### src/hdl/pwm_pkg.sv
// Shared constants and carrier types for the two-channel pulse-width modulator.
package pwm_pkg;
    localparam int CNT_W = 16;
    localparam int PRE_W = 12;
    localparam int SRC_CLK_MHZ = 24;
    localparam int PRE_MAX = 4096;
    localparam int NUM_CH = 2;
    localparam logic [CNT_W-1:0] CNT_START = 16'h0000;
    localparam logic [PRE_W-1:0] PRE_START = 12'h000;

    typedef enum logic {
        MODE_CYCLE,
        MODE_PULSE
    } pwm_mode_e;

    // Per-channel settings; prescale holds divide factor minus one.
    typedef struct packed {
        logic enable;
        pwm_mode_e mode;
        logic active_high;
        logic [PRE_W-1:0] prescale;
        logic [CNT_W-1:0] period;
        logic [CNT_W-1:0] active_cycles;
    } ch_cfg_s;

    typedef struct packed {
        logic [CNT_W-1:0] count;
        logic [PRE_W-1:0] div;
        logic active;
        logic done;
        logic was_enabled;
        logic out;
    } ch_state_s;
endpackage

### src/hdl/pwm_channel.sv
// One channel's prescaler: a tick once every prescale plus one clocks.
`timescale 1ns/100ps
`default_nettype none
module pwm_channel
    import pwm_pkg::*;
#(
    parameter int DIV_W = PRE_W
)(
    input wire logic ref_clk,
    input wire logic rst,
    input wire logic clear,
    input wire logic [DIV_W-1:0] prescale,
    output logic tick
);
    typedef struct packed {
        logic [DIV_W-1:0] div;
    } div_state_s;

    div_state_s s_q;
    div_state_s s_d;

    // The tick comes straight from the compare so the period counter sees it in the same cycle.
    assign tick = (s_q.div == prescale);

    always_comb begin
        s_d = s_q;
        if (clear || tick) begin
            s_d.div = '0;
        end else begin
            s_d.div = s_q.div + 1'b1;
        end
    end

    always_ff @(posedge ref_clk) begin
        if (rst) begin
            s_q <= '0;
        end else begin
            s_q <= s_d;
        end
    end
endmodule
`default_nettype wire

### src/hdl/pwm_top.sv
// Top of the two-channel pulse-width modulator with pin-level settings.
//
// Functional notes
// - each channel owns a 16-bit up-counter.
// - counter resets when it reaches period.
// - period start: output active, count from zero.
// - counting clock divided by 1 to 4096.
// - cycle mode gives continuous periodic waveform.
// - pulse mode gives one positive/negative pulse.
// - two independent channels, each own output.
`timescale 1ns/100ps
`default_nettype none
module pwm_top
    import pwm_pkg::*;
#(
    parameter int CHANNELS = NUM_CH
)(
    input wire logic ref_clk,
    input wire logic rst,
    input wire ch_cfg_s cfg_zero,
    input wire ch_cfg_s cfg_one,
    input wire logic trigger_zero,
    input wire logic trigger_one,
    output logic channel_zero_output,
    output logic channel_one_output,
    output logic done_zero,
    output logic done_one
);
    // Each lane is the counting and shaping state of one channel. The prescaler of
    // each channel sits in its own small divider, so the channels never share a tick.
    typedef struct packed {
        logic [CNT_W-1:0] count;
        logic active;
        logic done;
        logic was_enabled;
        logic out;
    } lane_s;

    typedef struct packed {
        lane_s [CHANNELS-1:0] lane;
    } top_state_s;

    top_state_s s_q;
    top_state_s s_d;
    ch_cfg_s cfgs [CHANNELS];
    logic [CHANNELS-1:0] trigs;
    logic [CHANNELS-1:0] ticks;
    logic [CHANNELS-1:0] starts;
    logic [CHANNELS-1:0] clears;

    // The core clock is taken to be the 24 MHz source; a trigger is a one-cycle
    // pulse from logic on this clock, so it is not synchronised.
    assign cfgs[0] = cfg_zero;
    assign cfgs[1] = cfg_one;
    assign trigs = {trigger_one, trigger_zero};

    // Polarity picks positive-going or negative-going pulses; a disabled
    // channel rests at its inactive level.
    function automatic logic shape(ch_cfg_s c, logic active);
        logic level;
        if (c.enable) begin
            level = active ~^ c.active_high;
        end else begin
            level = ~c.active_high;
        end
        return level;
    endfunction

    // A period starts when a cycle-mode channel is first enabled, or when a
    // pulse-mode channel sees its trigger; a retrigger restarts the pulse.
    function automatic logic period_start(ch_cfg_s c, logic was_enabled, logic trig);
        logic first_cycle;
        logic pulse_go;
        first_cycle = !was_enabled && c.mode == MODE_CYCLE;
        pulse_go = c.mode == MODE_PULSE && trig;
        return c.enable && (first_cycle || pulse_go);
    endfunction

    function automatic lane_s next_lane(lane_s q, ch_cfg_s c, logic go, logic tick);
        lane_s d;
        logic running;
        logic period_end;
        logic [CNT_W-1:0] next_count;
        d = q;
        // Pulse mode counts from its trigger until the period closes, also after the
        // output has gone inactive; a zero count with the output inactive is idle.
        running = q.active || q.count != CNT_START || c.mode == MODE_CYCLE;
        period_end = q.count >= c.period;
        next_count = q.count + 1'b1;
        d.was_enabled = c.enable;
        if (!c.enable) begin
            d.count = CNT_START;
            d.active = 1'b0;
            d.done = 1'b0;
        end else if (go) begin
            d.count = CNT_START;
            d.active = 1'b1;
            d.done = 1'b0;
        end else if (tick && running) begin
            if (period_end) begin
                d.count = CNT_START;
                if (c.mode == MODE_CYCLE) begin
                    d.active = 1'b1;
                end else begin
                    d.active = 1'b0;
                    d.done = 1'b1;
                end
            end else begin
                d.count = next_count;
                if (next_count >= c.active_cycles) begin
                    d.active = 1'b0;
                end
            end
        end
        d.out = shape(c, d.active);
        return d;
    endfunction

    always_comb begin
        starts = '0;
        clears = '0;
        for (int i = 0; i < CHANNELS; i++) begin
            starts[i] = period_start(cfgs[i], s_q.lane[i].was_enabled, trigs[i]);
            clears[i] = !cfgs[i].enable || starts[i];
        end
    end

    for (genvar i = 0; i < CHANNELS; i++) begin : g_div
        pwm_channel #(
            .DIV_W(PRE_W)
        ) u_div (
            .ref_clk(ref_clk),
            .rst(rst),
            .clear(clears[i]),
            .prescale(cfgs[i].prescale),
            .tick(ticks[i])
        );
    end

    always_comb begin
        s_d = s_q;
        for (int i = 0; i < CHANNELS; i++) begin
            s_d.lane[i] = next_lane(s_q.lane[i], cfgs[i], starts[i], ticks[i]);
        end
    end

    always_ff @(posedge ref_clk) begin
        if (rst) begin
            s_q <= '0;
        end else begin
            s_q <= s_d;
        end
    end

    assign channel_zero_output = s_q.lane[0].out;
    assign channel_one_output = s_q.lane[1].out;
    assign done_zero = s_q.lane[0].done;
    assign done_one = s_q.lane[1].done;
endmodule
`default_nettype wire

### config.mk
export PLATFORM = sky130hd
export DESIGN_NAME = pwm_top
export DESIGN_NICKNAME = d
export VERILOG_FILES = /design/src/hdl/pwm_pkg.sv /design/src/hdl/pwm_channel.sv /design/src/hdl/pwm_top.sv
export SDC_FILE = /design/constraint.sdc
export NUM_CORES = 1
export LEC_CHECK = 0
export BUFFER_PORTS_ARGS = -buffer_cell sky130_fd_sc_hd__buf_4
export CAP_MARGIN = 20
export CORE_MARGIN = 4
export CORE_UTILIZATION = 25
export CTS_BUF_LIST = sky130_fd_sc_hd__clkbuf_4
export CTS_CLUSTER_DIAMETER = 50
export CTS_CLUSTER_SIZE = 10
export DETAILED_ROUTE_END_ITERATION = 16
export GPL_TIMING_DRIVEN = 0
export SYNTH_ARGS = -nofsm -noshare
export SYNTH_HDL_FRONTEND = slang
export SYNTH_SLANG_ARGS = --single-unit
### constraint.sdc
create_clock -name ref_clk -period 4.4 [get_ports ref_clk]
set_input_delay 0.88 -clock ref_clk [delete_from_list [all_inputs] [get_ports ref_clk]]
set_output_delay 0.88 -clock ref_clk [all_outputs]
set_load 0.05 [all_outputs]
==> results of run 1 <==
## final timing paths
path / startpoint / end / slack (ps) / cells after the start
max: s_q[24] / channel_one_output / 290 / 14
min: done_one / done_one / 470 / 2
max reg2reg: s_q[24] / channel_one_output / 290 / 14
min reg2reg: done_one / done_one / 470 / 2
## through the flow
stage | utilization | setup WS, ps
detailed placement | 0.313 | 167
global placement | 0.313 | 184
global route | 0.321 | -9.44
CTS | 0.321 | 135
finish | 0.321 | 287
floorplan | - | 877
## where the power goes
part	switching [mW]	total, mW	internal [mW]
sequential	0.00368	0.587	0.584
combinational	0.0698	0.160	0.0905
clock	0.238	0.471	0.234
## layout by cell type, fill, tap and decap left out, types with 3 or more instances in the layout
cell type / netlist / layout
nor3_1: 13 / 13
nand3_1: 35 / 35
o21ai_0: 12 / 12
and3_1: 14 / 14
ha_1: 70 / 70
nor4_2: 3 / 3
nand3b_1: 13 / 13
a21o_1: 4 / 4
nor2b_1: 9 / 9
inv_1: 76 / 76
clkbuf_4: 0 / 10
a21oi_1: 47 / 47
nor2_1: 67 / 67
clkbuf_1: 10 / 10
nand2b_1: 5 / 5
and4_1: 5 / 5
nor4_1: 10 / 10
a22oi_1: 8 / 8
nand4_1: 7 / 7
dfxtp_1: 64 / 64
nand2_1: 41 / 41
xnor2_1: 21 / 20
o21ai_1: 19 / 19
buf_4: 0 / 101
xor2_1: 51 / 51
## timing repair
item | in CTS | in global routing
buffers inserted | 0 | 0
setup endpoints to repair | 0 | 1
hold buffers | 0 | 0
resized for setup | 0 | 2
## flip-flops by register name, summed over array words and instances, names as in the netlist
signal,cells
done_one,1
done_zero,1
channel_one_output,1
s_q,36
g_div.u_div.s_q,24
channel_zero_output,1
## critical path: cells and delay by family (launching register included)
kind / cells / cell delay [ps]
AOI/OAI and AO/OA: 4 / 1180
and+or+nand+nor: 5 / 970
adders and majority gates: 2 / 600
DFF: 1 / 460
muxes: 1 / 340
buffers and inverters: 1 / 270
xor gates and xnor gates: 1 / 190
## kinds of logic after synthesis
family | count (synthesis) | share of synthesized area
AOI/OAI and AO/OA | 111 | 0.130
xor gates and xnor gates | 72 | 0.124
DFF | 64 | 0.251
and+or+nand+nor | 236 | 0.242
buffers and inverters | 91 | 0.0705
adders and majority gates | 70 | 0.172
muxes | 5 | 0.0106
## synthesized netlist by cell type (12+ instances only)
library cell  instances  area, um2
nor3_1               13       65.1
nand3_1              35        175
nand3b_1             13       97.6
inv_1                76        285
a21oi_1              47        235
o21ai_1              19       95.1
nor2_1               67        251
o21ai_0              12       60.1
and3_1               14       87.6
nand2_1              41        154
xnor2_1              21        184
xor2_1               51        447
ha_1                 70        876
dfxtp_1              64       1280
## final cells by class
class	count	area, um2	area share
clock inverter	6	83.8	0.0132
sequential	64	1280	0.201
clock buffer	10	75.1	0.0118
multi-input combinational	494	3470	0.546
tap	265	332	0.0521
inverter	77	289	0.0455
timing repair buffer	101	758	0.119
buffer	14	70.1	0.0110
## routing by layer
metal  track usage  wire, um
met5             0        13
met4        0.0399       163
met3        0.0293       664
met2         0.189      6270
met1         0.152      6120
==> impl_metrics.env, run 1 <==
export IMPL_status="complete, no violations"
export IMPL_fin_skew_ps=16.6
export IMPL_cp_slowest_cell="dfxtp_1"
export IMPL_max_stage_delay_ps=460
export IMPL_drv_slew=0
export IMPL_start_util=0.258
export IMPL_die_y_um=151
export IMPL_totalWireLength_um=13200
export IMPL_cts_root_buf="clkbuf_4"
export IMPL_synth_edf_count=0
export IMPL_dp_hpwl_um=10500
export IMPL_synth_cells=649
export IMPL_synth_cell_type_count=53
export IMPL_cts_buffers=9
export IMPL_drive_gt1_frac=0.175
export IMPL_synthFlopType="dfxtp_1"
export IMPL_grt_max_degree=12
export IMPL_fillers=2156
export IMPL_rows=51
export IMPL_worstPathArrival_ps=4440
export IMPL_cp_end_kind="flip-flop"
export IMPL_worst_pin_slew_ps=629
export IMPL_hold_path_class="flip-flop to flip-flop"
export IMPL_yosys_warnings=0
export IMPL_wire_per_inst_um=12.8
export IMPL_power_density_nw_per_um2=192
export IMPL_avgViaCountPerCell=4.56
export IMPL_p_leak_nw=2.99
export IMPL_place_inst=1015
export IMPL_finalPower_mw=1.22
export IMPL_fmax_mhz=243
export IMPL_synth_fp_nets=817
export IMPL_firstDrtPassIters=4
export IMPL_clk_path_buf_depth=2
export IMPL_vias=4700
export IMPL_grt_pass1_wl_um=21300
export IMPL_io_buffer_count=101
export IMPL_setup_viol=0
export IMPL_stdcell_count=1031
export IMPL_gp_congestion=0.800
export IMPL_chipWidth_um=151
export IMPL_whs_ps=474
export IMPL_cts_tree="yes"
export IMPL_grt_usage=0.117
export IMPL_synth_seq_area_share=0.251
export IMPL_synth_area_um2=5100
export IMPL_crit_required_ps=4730
export IMPL_io_pins=102
export IMPL_nets=929
export IMPL_gr_total_overflow=0
export IMPL_start_kind="flip-flop"
export IMPL_die_area_um2=22700
export IMPL_avgSynthCellArea_um2=7.85
export IMPL_maxSlewHeadroom=0.578
export IMPL_postSynth_asyncResetShare=0
export IMPL_crit_chain="ha_1 -> nand3_1 -> nor3_4 -> and3_1 -> clkbuf_1 -> nand3_1 -> xnor2_2 -> ha_1 -> a21oi_1 -> nand2_1 -> a2111o_1 -> a211o_1 -> a221oi_2 -> mux2_1"
export IMPL_fin_crit_ps=4110
export IMPL_coreArea_um2=19800
export IMPL_placed_area_um2=6190
export IMPL_syn_to_final_growth_pct=24.8
export IMPL_clk_latency_ps=440
export IMPL_htree_levels=3
export IMPL_finalSetupTns_ps=0
export IMPL_hold_viol_final=0
export IMPL_antenna_found_initial=1
export IMPL_postRouteAntennaNets=0
export IMPL_finalCritPeriodShare=0.935
export IMPL_path_clk_slew_ps=120
export IMPL_crit_type="flip-flop to flip-flop"
export IMPL_num_antenna_cells=0
export IMPL_max_cap_violations=0
export IMPL_crit_path_max_fanout=6
export IMPL_grt_pass1_vias=4473
export IMPL_fin_area_um2=6360
export IMPL_clock_sinks=64
export IMPL_drc_errors=0
export IMPL_drtIter0Drc=172
export IMPL_irDropWorstVdd_v=0.000130
export IMPL_synth_seq_cells=64
(Power assumes the default switching activity.)
==> run 2, diff against run 1 <==
--- a/config.mk
+++ b/config.mk
@@ -9,7 +9,7 @@
 export CAP_MARGIN = 20
 export CORE_MARGIN = 4
 export CORE_UTILIZATION = 25
-export CTS_BUF_LIST = sky130_fd_sc_hd__clkbuf_4
+export CTS_BUF_LIST = sky130_fd_sc_hd__clkbuf_2 sky130_fd_sc_hd__clkbuf_4 sky130_fd_sc_hd__clkbuf_8
 export CTS_CLUSTER_DIAMETER = 50
 export CTS_CLUSTER_SIZE = 10
 export DETAILED_ROUTE_END_ITERATION = 16
==> run 2 against run 1 <==
Compared with the run above:
- setup slack lost 1.9 ps
- global-route usage shrank 0.075 points
- register-to-register slack is essentially flat
- power grew 9.2%
- die area is the same
- wire length shrank 0.42%
- clock power grew 24%
- sequential cell count is the same
- combinational power is essentially flat
- sequential share of layout area shrank 0.21 points
- fmax is essentially flat
- cell count is the same
==> impl_metrics.env, run 2 (synthesis results as in run 1) <==
export IMPL_cp_slowest_cell="dfxtp_1"
export IMPL_reg_top3="s_q: 36 flops, g_div.u_div.s_q: 24 flops"
export IMPL_vias=4703
export IMPL_postRouteAntennaNets=0
export IMPL_clock_sinks=64
export IMPL_crit_buf_inv=1
export IMPL_antenna_found_initial=1
export IMPL_reg2reg_to="channel_one_output"
export IMPL_setup_viol=0
export IMPL_r2r_start="s_q[24]"
export IMPL_maxSlewHeadroom=0.579
export IMPL_start_util=0.258
export IMPL_hold_viol_final=0
export IMPL_htree_levels=3
export IMPL_finalCritPeriodShare=0.935
export IMPL_cp_end_kind="flip-flop"
export IMPL_die_area_um2=22700
export IMPL_crit_required_ps=4630
export IMPL_grt_max_degree=12
export IMPL_crit_chain="ha_1 -> nand3_1 -> nor3_4 -> and3_1 -> clkbuf_1 -> nand3_1 -> xnor2_2 -> ha_1 -> a21oi_1 -> nand2_1 -> a2111o_1 -> a211o_1 -> a221oi_2 -> mux2_1"
export IMPL_whs_path_depth=2
export IMPL_totalWireLength_um=13200
export IMPL_drv_slew=0
export IMPL_ctsHoldBuffers=0
export IMPL_grt_pass1_vias=4470
export IMPL_coreArea_um2=19800
export IMPL_fin_skew_ps=9.64
export IMPL_wire_per_inst_um=12.8
export IMPL_avgViaCountPerCell=4.56
export IMPL_post_cts_buffers=0
export IMPL_cts_tree="yes"
export IMPL_crit_path_max_fanout=6
export IMPL_syn_to_final_growth_pct=26.1
export IMPL_irDropWorstVdd_v=0.000145
export IMPL_placed_area_um2=6190
export IMPL_crit_family="compound AO/OA/AOI/OAI gates"
export IMPL_stdcell_count=1031
export IMPL_gp_congestion=0.800
export IMPL_gr_total_overflow=0
export IMPL_grt_pass1_wl_um=21300
export IMPL_fillers=2146
export IMPL_firstDrtPassIters=4
export IMPL_crit_type="flip-flop to flip-flop"
export IMPL_cts_root_buf="clkbuf_8"
export IMPL_fin_area_um2=6420
export IMPL_worstHoldEndpoint="done_one"
export IMPL_path_clk_slew_ps=80
export IMPL_postLayoutCoreUtil=0.325
export IMPL_fmax_mhz=243
export IMPL_max_stage_delay_ps=450
export IMPL_max_cap_violations=0
export IMPL_worst_r2r_setup_slack_ps=290
export IMPL_num_antenna_cells=0
export IMPL_io_buffer_count=101
export IMPL_rows=51
export IMPL_grt_usage=0.116
export IMPL_io_pins=102
export IMPL_nets=929
export IMPL_clk_path_buf_depth=2
export IMPL_p_leak_nw=3.02
export IMPL_power_density_nw_per_um2=207
export IMPL_top_register="s_q"
export IMPL_place_inst=1015
export IMPL_start_kind="flip-flop"
export IMPL_min_from="done_one"
export IMPL_mostFrequentLayoutCells="101 x buf_4, 76 x inv_1, 70 x ha_1"
export IMPL_worstPathArrival_ps=4350
export IMPL_chipWidth_um=151
export IMPL_reg2reg_depth=14
export IMPL_final_common_cell="buf_4"
export IMPL_status="complete, no violations"
export IMPL_ctsResizeCount=0
export IMPL_fin_crit_ps=4110
export IMPL_cts_buffers=9
export IMPL_hold_path_class="flip-flop to flip-flop"
export IMPL_die_y_um=151
export IMPL_worst_pin_slew_ps=627
export IMPL_largest_reg_flops=36
export IMPL_drtIter0Drc=154
export IMPL_drc_errors=0
export IMPL_clk_latency_ps=350
export IMPL_drive_gt1_frac=0.176
export IMPL_dp_hpwl_um=10500
==> run 2: cell type report <==
| cell class | count | area, um2 | area share |
|---|---|---|---|
| clock inverters | 5 | 80.1 | 0.0125 |
| multi-input cells | 494 | 3470 | 0.540 |
| well taps | 265 | 332 | 0.0516 |
| clock buffers | 11 | 145 | 0.0226 |
| repair buffers | 101 | 758 | 0.118 |
| flip-flops and latches | 64 | 1280 | 0.199 |
| inverters | 77 | 289 | 0.0450 |
| plain buffers | 14 | 70.1 | 0.0109 |
==> run 2: report_power, final <==
part | internal [mW] | switching [mW] | total, mW
Clock | 0.340 | 0.244 | 0.584
Sequential | 0.583 | 0.00371 | 0.587
Combinational | 0.0905 | 0.0697 | 0.160
==> run 2: per-layer routing <==
layer | part of all wire | up-vias | track usage
li1 | - | 2462 | -
met1 | 0.47 | 2110 | 0.152
met2 | 0.47 | 114 | 0.189
met3 | 0.051 | 15 | 0.0284
met4 | 0.013 | 2 | 0.0372
met5 | 0.00099 | - | 0
==> run 2: worst min-delay path: cells and delay by family, from the launching register on <==
family | cells | cell delay [ps]
AO/OA/AOI/OAI | 1 | 50
buffers and inverters | 1 | 50
flip-flops | 1 | 320
==> run 2: stage by stage <==
stage	hold WS, ps	setup TNS (ps)	total power [mW]	setup slack [ps]
after floorplan	447	0	0.670	877
after detailed placement	453	0	0.763	167
after global placement	454	0	0.761	184
after global routing	480	-0.551	1.40	-0.551
after CTS	465	0	1.36	146
final	468	0	1.33	285
==> run 2: worst max path at each step <==
stage / start / slack, ps / to / cells after the start
final: s_q[24] / 290 / channel_one_output / 14
after global routing: s_q[24] / -0.6 / channel_one_output / 14
after CTS: s_q[24] / 150 / channel_one_output / 14
after detailed placement: s_q[24] / 170 / channel_one_output / 14
after global placement: s_q[24] / 180 / channel_one_output / 14
after floorplan: s_q[25] / 880 / channel_one_output / 14
